File: config.mk
export PLATFORM = sky130hd
export DESIGN_NAME = stc_top
export DESIGN_NICKNAME = d
export VERILOG_FILES = /design/src/verilog/stc_pkg.sv /design/src/verilog/stc_clk_if.sv /design/src/verilog/stc_top.sv /design/src/verilog/stc_clock_output_pin_gen.sv
export SDC_FILE = /design/constraint.sdc
export NUM_CORES = 1
export LEC_CHECK = 0
export BUFFER_PORTS_ARGS = -buffer_cell sky130_fd_sc_hd__buf_2
export CAP_MARGIN = 30
export CORE_ASPECT_RATIO = 0.75
export CORE_MARGIN = 1
export CORE_UTILIZATION = 48
export DETAILED_ROUTE_END_ITERATION = 16
export HOLD_SLACK_MARGIN = 0.15
export PLACE_DENSITY = 0.75
export SYNTH_ARGS = -nofsm -noshare
export SYNTH_HDL_FRONTEND = slang
export SYNTH_SLANG_ARGS = --single-unit
File: constraint.sdc
create_clock -name clock -period 2.4 [get_ports clock]
set_clock_uncertainty 0.15 [all_clocks]
set_input_delay 0.48 -clock clock [delete_from_list [all_inputs] [get_ports clock]]
set_output_delay 0.48 -clock clock [all_outputs]
set_load 0.02 [all_outputs]
File: src/verilog/stc_pkg.sv
// Shared constants, register map and decode helpers for the clock block
package stc_pkg;

  // Register byte offsets on the Avalon-MM slave
  localparam int unsigned ADDR_W              = 5;
  localparam logic [4:0]  OFF_CLOCK_OUTPUT_PIN_CTRL     = 5'h00;
  localparam logic [4:0]  OFF_MAIN_STATUS     = 5'h04;
  localparam logic [4:0]  OFF_POWER_CTRL      = 5'h08;
  localparam logic [4:0]  OFF_IRQ_STATUS      = 5'h0c;
  localparam logic [4:0]  OFF_IRQ_MASK        = 5'h10;

  // Clock output select encodings
  localparam logic [2:0]  SEL_OFF             = 3'h0;
  localparam logic [2:0]  SEL_DIV1            = 3'h1;
  localparam logic [2:0]  SEL_DIV2            = 3'h2;
  localparam logic [2:0]  SEL_DIV3            = 3'h3;
  localparam logic [2:0]  SEL_DIV4            = 3'h4;
  localparam logic [2:0]  SEL_DIV8            = 3'h5;
  localparam logic [2:0]  SEL_RESET           = SEL_DIV4;

  // Field positions
  localparam int unsigned STAT_READY_BIT      = 0;
  localparam int unsigned STAT_BUSY_BIT       = 1;
  localparam int unsigned STAT_ACTIVE_LSB     = 2;
  localparam int unsigned PWR_DOWN_BIT        = 0;
  localparam int unsigned PWR_SOFT_RESET_BIT  = 1;
  localparam int unsigned IRQ_READY_BIT       = 0;
  localparam int unsigned IRQ_SWITCH_BIT      = 1;
  localparam int unsigned IRQ_W               = 2;

  // Timing: one oscillator period spans two system clocks
  localparam int unsigned CLOCK_HZ            = 10_000_000;
  localparam int unsigned CLOCKS_PER_OSC      = 2;
  localparam int unsigned STARTUP_OSC_CYCLES  = 7500;
  localparam int unsigned GAP_OSC_CYCLES      = 4;
  localparam logic [3:0]  GAP_CLOCKS          =
    4'(GAP_OSC_CYCLES * CLOCKS_PER_OSC);

  // Half period of the output, in system clocks, per select value
  function automatic logic [3:0] half_width(input logic [2:0] sel);
    case (sel)
      SEL_DIV1: half_width = 4'h1;
      SEL_DIV2: half_width = 4'h2;
      SEL_DIV3: half_width = 4'h3;
      SEL_DIV4: half_width = 4'h4;
      SEL_DIV8: half_width = 4'h8;
      default:  half_width = 4'h0;
    endcase
  endfunction

  function automatic logic is_test_sel(input logic [2:0] sel);
    is_test_sel = sel[2] & sel[1];
  endfunction

endpackage

File: src/verilog/stc_clk_if.sv
// Link between the control logic and the clock output generator
interface stc_clk_if;
  logic       allow;
  logic [2:0] sel;
  logic [2:0] active_sel;
  logic       busy;
  logic       pin;

  modport ctrl (output allow, sel, input active_sel, busy, pin);
  modport gen  (input allow, sel, output active_sel, busy, pin);
endinterface

File: src/verilog/stc_top.sv
// Start-up timer, clock-ready status and clock output with register slave
//
// What this block does
// - Start-up timer runs 7500 oscillator cycles.
// - Registers stay accessible while timer runs.
// - Expiry sets clock-ready flag; host polls it.
// - Output low until expiry, then divide by 4.
// - Soft or pin reset keeps output configuration.
// - Output runs through power-down; timer restarts after.
// - Select zero disables output, pin driven low.
// - No pulse shorter than configured phase width, except when a test select (11x) cuts a phase.
// - Switching leaves a low gap of 4-8 periods.
// - Select decode: off, 1,2,3,4,8; 11x test.
//
// Added by the designer: the Avalon-MM interface to the registers and the register offsets.
module stc_top #(
  parameter int unsigned STARTUP_OSC_CYCLES = stc_pkg::STARTUP_OSC_CYCLES,
  parameter int unsigned STARTUP_CNT_W      = 14
) (
  // Clock and power-on reset
  input  wire logic        clock,
  input  wire logic        rst,
  // Avalon-MM register slave
  input  wire logic [4:0]  avs_address,
  input  wire logic        avs_read,
  input  wire logic        avs_write,
  input  wire logic [31:0] avs_writedata,
  input  wire logic [3:0]  avs_byteenable,
  output logic      [31:0] avs_readdata,
  output logic             avs_waitrequest,
  // Device reset pin, synchronous to clock
  input  wire logic        device_reset_n,
  // Clock output pin and interrupt
  output logic             clock_output_pin,
  output logic             irq
);

  if (STARTUP_OSC_CYCLES < 1 ||
      STARTUP_OSC_CYCLES > (1 << STARTUP_CNT_W)) begin : g_bad_startup
    $error("Start-up count does not fit its counter");
  end

  localparam logic [STARTUP_CNT_W-1:0] STARTUP_LAST =
    STARTUP_CNT_W'(STARTUP_OSC_CYCLES - 1);

  stc_clk_if clk_link ();

  // Register state
  logic [2:0]           clock_output_control_reg;
  logic                 power_down_reg;
  logic                 power_down_prev_reg;
  logic                 soft_reset_reg;
  logic [stc_pkg::IRQ_W-1:0] irq_status_reg;
  logic [stc_pkg::IRQ_W-1:0] irq_mask_reg;
  logic                 irq_reg;
  logic                 wait_reg;
  logic [31:0]          readdata_reg;

  // Start-up timer state
  logic                     osc_phase_reg;
  logic [STARTUP_CNT_W-1:0] startup_cnt_reg;
  logic                     clock_ready_reg;
  logic                     clock_ready_prev_reg;
  logic                     allow_reg;
  logic                     busy_prev_reg;

  // Decoded strobes
  logic                       access_go;
  logic                       wr_go;
  logic                       dev_reset;
  logic                       timer_restart;
  logic                       osc_tick;
  logic [stc_pkg::IRQ_W-1:0]  irq_set;
  logic [stc_pkg::IRQ_W-1:0]  irq_clear;
  logic [stc_pkg::IRQ_W-1:0]  irq_status_next;
  logic [stc_pkg::IRQ_W-1:0]  irq_mask_next;
  logic [2:0]                 clock_output_control_next;
  logic                       power_down_next;
  logic                       wait_next;
  logic [31:0]                readdata_next;
  logic                       startup_last;

  if (STARTUP_CNT_W < 1 || STARTUP_CNT_W > 30) begin : g_bad_width
    $error("Start-up counter width out of range");
  end

  if (stc_pkg::CLOCKS_PER_OSC != 2) begin : g_bad_osc
    $error("Oscillator enable assumes two clocks per period");
  end

  // Register address match
  function automatic logic hit(
    input logic [4:0] addr,
    input logic [4:0] offset
  );
    hit = (addr == offset);
  endfunction

  // Interrupt field of a write, low byte lane only
  function automatic logic [stc_pkg::IRQ_W-1:0] irq_field(
    input logic [31:0] data,
    input logic [3:0]  lanes
  );
    irq_field = lanes[0] ? data[stc_pkg::IRQ_W-1:0] : '0;
  endfunction

  // Status word: ready, gap busy and the select in effect
  function automatic logic [31:0] status_word(
    input logic       ready,
    input logic       busy,
    input logic [2:0] active
  );
    status_word                                = 32'h0;
    status_word[stc_pkg::STAT_READY_BIT]       = ready;
    status_word[stc_pkg::STAT_BUSY_BIT]        = busy;
    status_word[stc_pkg::STAT_ACTIVE_LSB +: 3] = active;
  endfunction

  // Bus strobes: a transfer completes while waitrequest is low
  assign access_go = (avs_read || avs_write) && !wait_reg;
  assign wr_go     = avs_write && !wait_reg && avs_byteenable[0];

  // Pin reset and software reset act alike
  assign dev_reset = !device_reset_n || soft_reset_reg;

  // Leaving power-down restarts the timer
  assign timer_restart = power_down_prev_reg && !power_down_reg;

  // One oscillator period per two system clocks
  assign osc_tick     = osc_phase_reg;
  assign startup_last = (startup_cnt_reg == STARTUP_LAST);

  // Oscillator-rate enable
  always_ff @(posedge clock or posedge rst) begin
    if (rst) begin
      osc_phase_reg <= 1'b0;
    end else begin
      osc_phase_reg <= !osc_phase_reg;
    end
  end

  // Start-up timer, held at zero during power-down
  always_ff @(posedge clock or posedge rst) begin
    if (rst) begin
      startup_cnt_reg <= '0;
    end else if (timer_restart || power_down_reg) begin
      startup_cnt_reg <= '0;
    end else if (osc_tick && !clock_ready_reg && !startup_last) begin
      startup_cnt_reg <= startup_cnt_reg + 1'b1;
    end
  end

  // Clock-ready flag
  always_ff @(posedge clock or posedge rst) begin
    if (rst) begin
      clock_ready_reg <= 1'b0;
    end else if (timer_restart) begin
      clock_ready_reg <= 1'b0;
    end else if (osc_tick && startup_last && !power_down_reg) begin
      clock_ready_reg <= 1'b1;
    end
  end

  // Delayed copies for edge detection
  always_ff @(posedge clock or posedge rst) begin
    if (rst) begin
      clock_ready_prev_reg <= 1'b0;
      busy_prev_reg        <= 1'b0;
      power_down_prev_reg  <= 1'b0;
    end else begin
      clock_ready_prev_reg <= clock_ready_reg;
      busy_prev_reg        <= clk_link.busy;
      power_down_prev_reg  <= power_down_reg;
    end
  end

  // Output may run once the first start-up delay has passed
  always_ff @(posedge clock or posedge rst) begin
    if (rst) begin
      allow_reg <= 1'b0;
    end else if (clock_ready_reg) begin
      allow_reg <= 1'b1;
    end
  end

  // Output select: only power-on reset restores the default
  always_comb begin
    clock_output_control_next = clock_output_control_reg;
    if (wr_go && hit(avs_address, stc_pkg::OFF_CLOCK_OUTPUT_PIN_CTRL)) begin
      clock_output_control_next = avs_writedata[2:0];
    end
  end

  always_ff @(posedge clock or posedge rst) begin
    if (rst) begin
      clock_output_control_reg <= stc_pkg::SEL_RESET;
    end else begin
      clock_output_control_reg <= clock_output_control_next;
    end
  end

  // Power control
  always_comb begin
    power_down_next = power_down_reg;
    if (dev_reset) begin
      power_down_next = 1'b0;
    end
    // Writing zero to the power-down bit wakes the device
    if (wr_go && hit(avs_address, stc_pkg::OFF_POWER_CTRL)) begin
      power_down_next = avs_writedata[stc_pkg::PWR_DOWN_BIT];
    end
  end

  always_ff @(posedge clock or posedge rst) begin
    if (rst) begin
      power_down_reg <= 1'b0;
    end else begin
      power_down_reg <= power_down_next;
    end
  end

  // Software reset is a one-cycle pulse
  always_ff @(posedge clock or posedge rst) begin
    if (rst) begin
      soft_reset_reg <= 1'b0;
    end else begin
      soft_reset_reg <= wr_go &&
                        hit(avs_address, stc_pkg::OFF_POWER_CTRL) &&
                        avs_writedata[stc_pkg::PWR_SOFT_RESET_BIT];
    end
  end

  // Interrupt events; a set in the cycle of a clear wins
  always_comb begin
    irq_set                          = '0;
    irq_set[stc_pkg::IRQ_READY_BIT]  = clock_ready_reg &&
                                       !clock_ready_prev_reg;
    irq_set[stc_pkg::IRQ_SWITCH_BIT] = busy_prev_reg && !clk_link.busy;
  end

  always_comb begin
    irq_clear = '0;
    if (wr_go && hit(avs_address, stc_pkg::OFF_IRQ_STATUS)) begin
      irq_clear = irq_field(avs_writedata, avs_byteenable);
    end
  end

  always_comb begin
    irq_status_next = (irq_status_reg & ~irq_clear) | irq_set;
    irq_mask_next   = irq_mask_reg;
    // Device reset drops masks and pending events
    if (dev_reset) begin
      irq_status_next = irq_set;
      irq_mask_next   = '0;
    end
    if (wr_go && hit(avs_address, stc_pkg::OFF_IRQ_MASK)) begin
      irq_mask_next = irq_field(avs_writedata, avs_byteenable);
    end
  end

  always_ff @(posedge clock or posedge rst) begin
    if (rst) begin
      irq_status_reg <= '0;
      irq_mask_reg   <= '0;
    end else begin
      irq_status_reg <= irq_status_next;
      irq_mask_reg   <= irq_mask_next;
    end
  end

  // Level interrupt, updated in the same cycle as its sources
  always_ff @(posedge clock or posedge rst) begin
    if (rst) begin
      irq_reg <= 1'b0;
    end else begin
      irq_reg <= |(irq_status_next & irq_mask_next);
    end
  end

  // Read data multiplexer
  always_comb begin
    readdata_next = 32'h0;
    case (avs_address)
      stc_pkg::OFF_CLOCK_OUTPUT_PIN_CTRL: begin
        readdata_next[2:0] = clock_output_control_reg;
      end
      stc_pkg::OFF_MAIN_STATUS: begin
        readdata_next = status_word(clock_ready_reg, clk_link.busy,
                                    clk_link.active_sel);
      end
      stc_pkg::OFF_POWER_CTRL: begin
        readdata_next[stc_pkg::PWR_DOWN_BIT] = power_down_reg;
      end
      stc_pkg::OFF_IRQ_STATUS: begin
        readdata_next[stc_pkg::IRQ_W-1:0] = irq_status_reg;
      end
      stc_pkg::OFF_IRQ_MASK: begin
        readdata_next[stc_pkg::IRQ_W-1:0] = irq_mask_reg;
      end
      // Unmapped offsets read as zero
      default: begin
        readdata_next = 32'h0;
      end
    endcase
  end

  // One wait state: read data is taken while waitrequest is high,
  // then presented in the cycle that completes the transfer
  always_comb begin
    wait_next = 1'b1;
    if ((avs_read || avs_write) && !access_go) begin
      wait_next = 1'b0;
    end
  end

  always_ff @(posedge clock or posedge rst) begin
    if (rst) begin
      wait_reg     <= 1'b1;
      readdata_reg <= 32'h0;
    end else begin
      wait_reg <= wait_next;
      if (avs_read && wait_reg) begin
        readdata_reg <= readdata_next;
      end
    end
  end

  // Clock output generator
  assign clk_link.allow = allow_reg;
  assign clk_link.sel   = clock_output_control_reg;

  stc_clock_output_pin_gen gen_u (
    .clock (clock),
    .rst   (rst),
    .link  (clk_link.gen)
  );

  // Outputs straight from flip-flops
  assign avs_readdata     = readdata_reg;
  assign avs_waitrequest  = wait_reg;
  assign clock_output_pin = clk_link.pin;
  assign irq              = irq_reg;

endmodule

File: src/verilog/stc_clock_output_pin_gen.sv
// Programmable clock output generator, glitch-free except when a test select cuts a phase
module stc_clock_output_pin_gen (
  // Clock and power-on reset
  input wire logic clock,
  input wire logic rst,
  // Control side
  stc_clk_if.gen   link
);

  typedef enum logic [1:0] {ST_HOLD, ST_RUN, ST_GAP} stc_gen_state_t;

  stc_gen_state_t state_reg;
  logic [3:0]     phase_cnt_reg;
  logic [3:0]     gap_cnt_reg;
  logic           out_reg;
  logic [2:0]     cur_reg;
  logic           sel_runs;

  assign sel_runs = (link.sel != stc_pkg::SEL_OFF) &&
                    !stc_pkg::is_test_sel(link.sel);

  // Phases finish before a switch, except a test select cuts one at once; no other sub-phase pulses
  always_ff @(posedge clock or posedge rst) begin
    if (rst) begin
      state_reg     <= ST_HOLD;
      phase_cnt_reg <= 4'h0;
      gap_cnt_reg   <= 4'h0;
      out_reg       <= 1'b0;
      cur_reg       <= stc_pkg::SEL_OFF;
    end else begin
      case (state_reg)
        ST_HOLD: begin
          out_reg <= 1'b0;
          // Every start passes through a full low gap
          if (link.allow) begin
            if (sel_runs) begin
              gap_cnt_reg <= 4'h0;
              state_reg   <= ST_GAP;
            end else begin
              cur_reg <= link.sel;
            end
          end
        end
        ST_RUN: begin
          if (stc_pkg::is_test_sel(link.sel)) begin
            out_reg   <= 1'b0;
            cur_reg   <= link.sel;
            state_reg <= ST_HOLD;
          end else if (phase_cnt_reg ==
                       stc_pkg::half_width(cur_reg) - 4'h1) begin
            phase_cnt_reg <= 4'h0;
            if (out_reg) begin
              out_reg <= 1'b0;
            end else if (link.sel != cur_reg) begin
              gap_cnt_reg <= 4'h0;
              state_reg   <= ST_GAP;
            end else begin
              out_reg <= 1'b1;
            end
          end else begin
            phase_cnt_reg <= phase_cnt_reg + 4'h1;
          end
        end
        ST_GAP: begin
          out_reg <= 1'b0;
          if (gap_cnt_reg == stc_pkg::GAP_CLOCKS - 4'h1) begin
            cur_reg <= link.sel;
            if (sel_runs) begin
              out_reg       <= 1'b1;
              phase_cnt_reg <= 4'h0;
              state_reg     <= ST_RUN;
            end else begin
              state_reg <= ST_HOLD;
            end
          end else begin
            gap_cnt_reg <= gap_cnt_reg + 4'h1;
          end
        end
        default: begin
          out_reg   <= 1'b0;
          state_reg <= ST_HOLD;
        end
      endcase
    end
  end

  assign link.pin        = out_reg;
  assign link.busy       = (state_reg == ST_GAP);
  assign link.active_sel = cur_reg;

endmodule

==> impl_metrics.sql <==
INSERT INTO impl_metrics (metric_group, metric, value, unit) VALUES
('pwr', 'totalPowerFinal', '1.714', 'mW'),
('pwr', 'p_leak', '1.621', 'nW'),
('cts', 'path_clk_slew', '0.10', 'ns'),
('routing', 'post_drt_via_cell_ratio', '5.473', ''),
('sta', 'setup_viol_count_final', '0', ''),
('cells_and_area', 'most_frequent_standard_cell_in_the_layout_excluding_fill_and_tap_cells', 'dfrtp_1', ''),
('cts', 'cts-buffers-inserted', '5', ''),
('floorplan', 'core-area', '0.005946', 'mm^2'),
('cts', 'cts_buffer_depth', '2', ''),
('cells_and_area', 'most-common-layout-cells', '48 x dfrtp_1, 27 x conb_1, 25 x nand2_1', ''),
('yosys', 'yosysSeqAreaShare', '0.4123', ''),
('worst_setup_path', 'flop2flop_setup_slack', '0.11', 'ns'),
('sta', 'final.setup.tns', '0', 'ns'),
('worst_setup_path', 'worst-endpoint-arrival', '2.33', 'ns'),
('routing', 'route.detailed.drc', '0', ''),
('min_path', 'min_path_cells', '2', ''),
('global_route', 'grt_first_pass_wirelength', '9.853', 'mm'),
('placed_design', 'detailedPlace.worstSlack', '0.04554', 'ns'),
('global_route', 'pin_count_of_the_biggest_net_entering_global_routing', '51', ''),
('cells_and_area', 'post_route_cells_drive_above_1_share', '0.1729', ''),
('floorplan', 'die_height', '70.93', 'um'),
('worst_setup_path', 'reg2reg_depth', '7', ''),
('yosys', 'syn-mean-instance-area', '9.652', 'um^2'),
('worst_setup_path', 'worst_setup_path_end_kind', 'flip-flop', ''),
('cells_and_area', 'design.final.nets', '400', ''),
('yosys', 'ys_ff_latch', '50', ''),
('sta', 'layout_worst_path_cycle_share', '0.9521', ''),
('yosys', 'post_synth_num_cell_types', '62', ''),
('cts', 'cts_root_buffer', 'clkbuf_8', ''),
('routing', 'drt_first_pass_iters', '5', ''),
('global_route', 'grt_antenna_before_repair', '0', ''),
('worst_setup_path', 'criticalPathCategory', 'reg2reg', ''),
('cts', 'tritoncts_num_sinks', '50', ''),
('sta', 'post-route-min-period', '2.285', 'ns'),
('placed_design', 'numPortBuffers', '21', ''),
('pwr', 'vdd_ir_drop_max', '0.4028', 'mV'),
('yosys', 'ys.flop_type', 'dfrtp_1', ''),
('min_path', 'timing.hold.worst.start', 'avs_read', ''),
('flow_run', 'cap_viol_max_count', '0', ''),
('global_route', 'gr-usage-met3', '0.03441', ''),
('cells_and_area', 'antenna-diode-count', '0', ''),
('floorplan', 'dieArea', '0.006660', 'mm^2'),
('global_route', 'grt_remaining_overflow', '0', ''),
('placed_design', 'place.detailed.instances', '415', ''),
('yosys', 'postSynth.asyncResetShare', '1.000', ''),
('worst_setup_path', 'cp_data_required_time', '2.45', 'ns'),
('sta', 'timing.final.max_slew_violations', '0', ''),
('routing', 'post_route_antenna_net_violation_count', '0', ''),
('placed_design', 'gp_congestion', '0.9286', ''),
('run_status', 'outcome', 'finished, final reports clean', ''),
('cells_and_area', 'flow.area_growth_from_synthesis', '9.177', '%'),
('cells_and_area', 'instances_no_fill', '425', ''),
('yosys', 'post_synthesis_instance_area', '0.003040', 'mm^2'),
('sta', 'worst_slack', '0.1148', 'ns'),
('global_route', 'grt_pass1_vias', '2173', ''),
('global_route', 'groute.layer.met1.usage', '0.2783', ''),
('yosys', 'synth_edf_count', '0', ''),
('cts', 'clk_latency', '0.31', 'ns'),
('worst_setup_path', 'setup.worst_path.start_class', 'flip-flop', ''),
('worst_setup_path', 'path_max_fanout', '6', ''),
('floorplan', 'overall_die_width', '93.90', 'um'),
('global_route', 'busiest_layer', 'met1', ''),
('placed_design', 'place.detailed.hpwl', '4.241', 'mm'),
('cts', 'cts_tree', 'done', ''),
('routing', 'drt-total-wl', '5.791', 'mm'),
('global_route', 'gr-usage-met2', '0.2782', ''),
('global_route', 'grtUsageTotal', '0.1891', ''),
('pwr', 'power_density', '516.5', 'mW/mm^2'),
('worst_setup_path', 'timing.rr.start', 'gen_u.link.active_sel[2]$_DFFE_PP0P_', ''),
('min_path', 'worstHoldPathType', 'in2reg', ''),
('sta', 'fmax', '0.4376', 'GHz');
[routing by layer]
layer  part of all wire  wire (um)
met3              0.058        336
met2               0.43       2495
met5                  0          0
met4              0.010         58
met1               0.50       2901
[repair_timing]
item / 4_1_cts / 5_1_grt
endpoints found under the hold margin: 48 / 0
buffers inserted: 0 / 1
hold buffers: 1 / 0
endpoints found under the setup margin: 0 / 6
resized for setup: 0 / 4
[where the power goes]
| group | internal (mW) | switching (mW) | leakage [nW] |
|---|---|---|---|
| combinational | 0.0855 | 0.143 | 0.895 |
| clock | 0.216 | 0.308 | 0.0502 |
| sequential | 0.900 | 0.0610 | 0.676 |
[synth_stat cells (5+ instances only)]
cell type,count,area share
clkbuf_1,5,0.0062
ha_1,8,0.033
dfrtp_1,48,0.40
buf_4,27,0.067
mux2i_1,6,0.020
xor2_1,9,0.026
a21oi_1,8,0.013
nand3_1,17,0.028
xnor2_1,8,0.023
nor3_1,5,0.0082
nand3b_1,5,0.012
inv_1,18,0.022
nand2_1,25,0.031
o21ai_0,12,0.020
nor2b_1,6,0.012
and3_1,5,0.010
nor2_1,16,0.020
[worst max-delay path: stages, from the launching register on]
cell and delay [ns]:
dfrtp_1 0.44, nand2b_1 0.20, ha_1 0.24, xor2_2 0.21, a21oi_1 0.09, a22o_2 0.30, a31oi_4 0.21, mux2_1 0.34
[how the worst max path moves through the flow]
stage | start | to | slack [ns] | cells past startpoint
floorplan | gen_u.link.active_sel[2]$_DFFE_PP0P_ | gen_u.gap_cnt_reg[0]$_DFFE_PP0P_ | 0.14 | 9
global placement | gen_u.link.active_sel[2]$_DFFE_PP0P_ | gen_u.gap_cnt_reg[0]$_DFFE_PP0P_ | 0.11 | 7
detailed placement | gen_u.link.active_sel[2]$_DFFE_PP0P_ | gen_u.gap_cnt_reg[0]$_DFFE_PP0P_ | 0.05 | 7
CTS | gen_u.link.active_sel[2]$_DFFE_PP0P_ | gen_u.gap_cnt_reg[0]$_DFFE_PP0P_ | 0.02 | 7
global route | gen_u.link.active_sel[2]$_DFFE_PP0P_ | gen_u.gap_cnt_reg[0]$_DFFE_PP0P_ | -0.001 | 7
finish | gen_u.link.active_sel[2]$_DFFE_PP0P_ | gen_u.gap_cnt_reg[0]$_DFFE_PP0P_ | 0.11 | 7
[through the flow]
stage               cell area [um^2]  hold WS, ns
finish                          3319       0.1635
global route                    3319       0.1514
CTS                             3296       0.1548
detailed placement              3188       0.2743
global placement                3188       0.2659
floorplan                       3138       0.2606
[cell families (layout without fill, tap and decap cells)]
group,Yosys count,count (layout),synth area share
and+or+nand+nor,114,114,0.2062
AOI/OAI and AO/OA,57,57,0.1453
buffers and inverters,54,60,0.1037
DFF,50,50,0.4123
xor gates and xnor gates,17,17,0.04897
muxes,14,14,0.04938
adders and majority gates,8,8,0.03292
other,1,27,0.001233
[cell type report]
cell class	instances	area, um^2	area share
timing repair buffer	34	217.7	0.06559
clock inverter	3	28.78	0.008669
sequential	50	1254	0.3777
clock buffer	5	68.82	0.02073
tap	78	97.59	0.02940
multi-input combinational	237	1585	0.4776
inverter	18	67.56	0.02035
No activity file was read; power rests on OpenSTA's default activity.
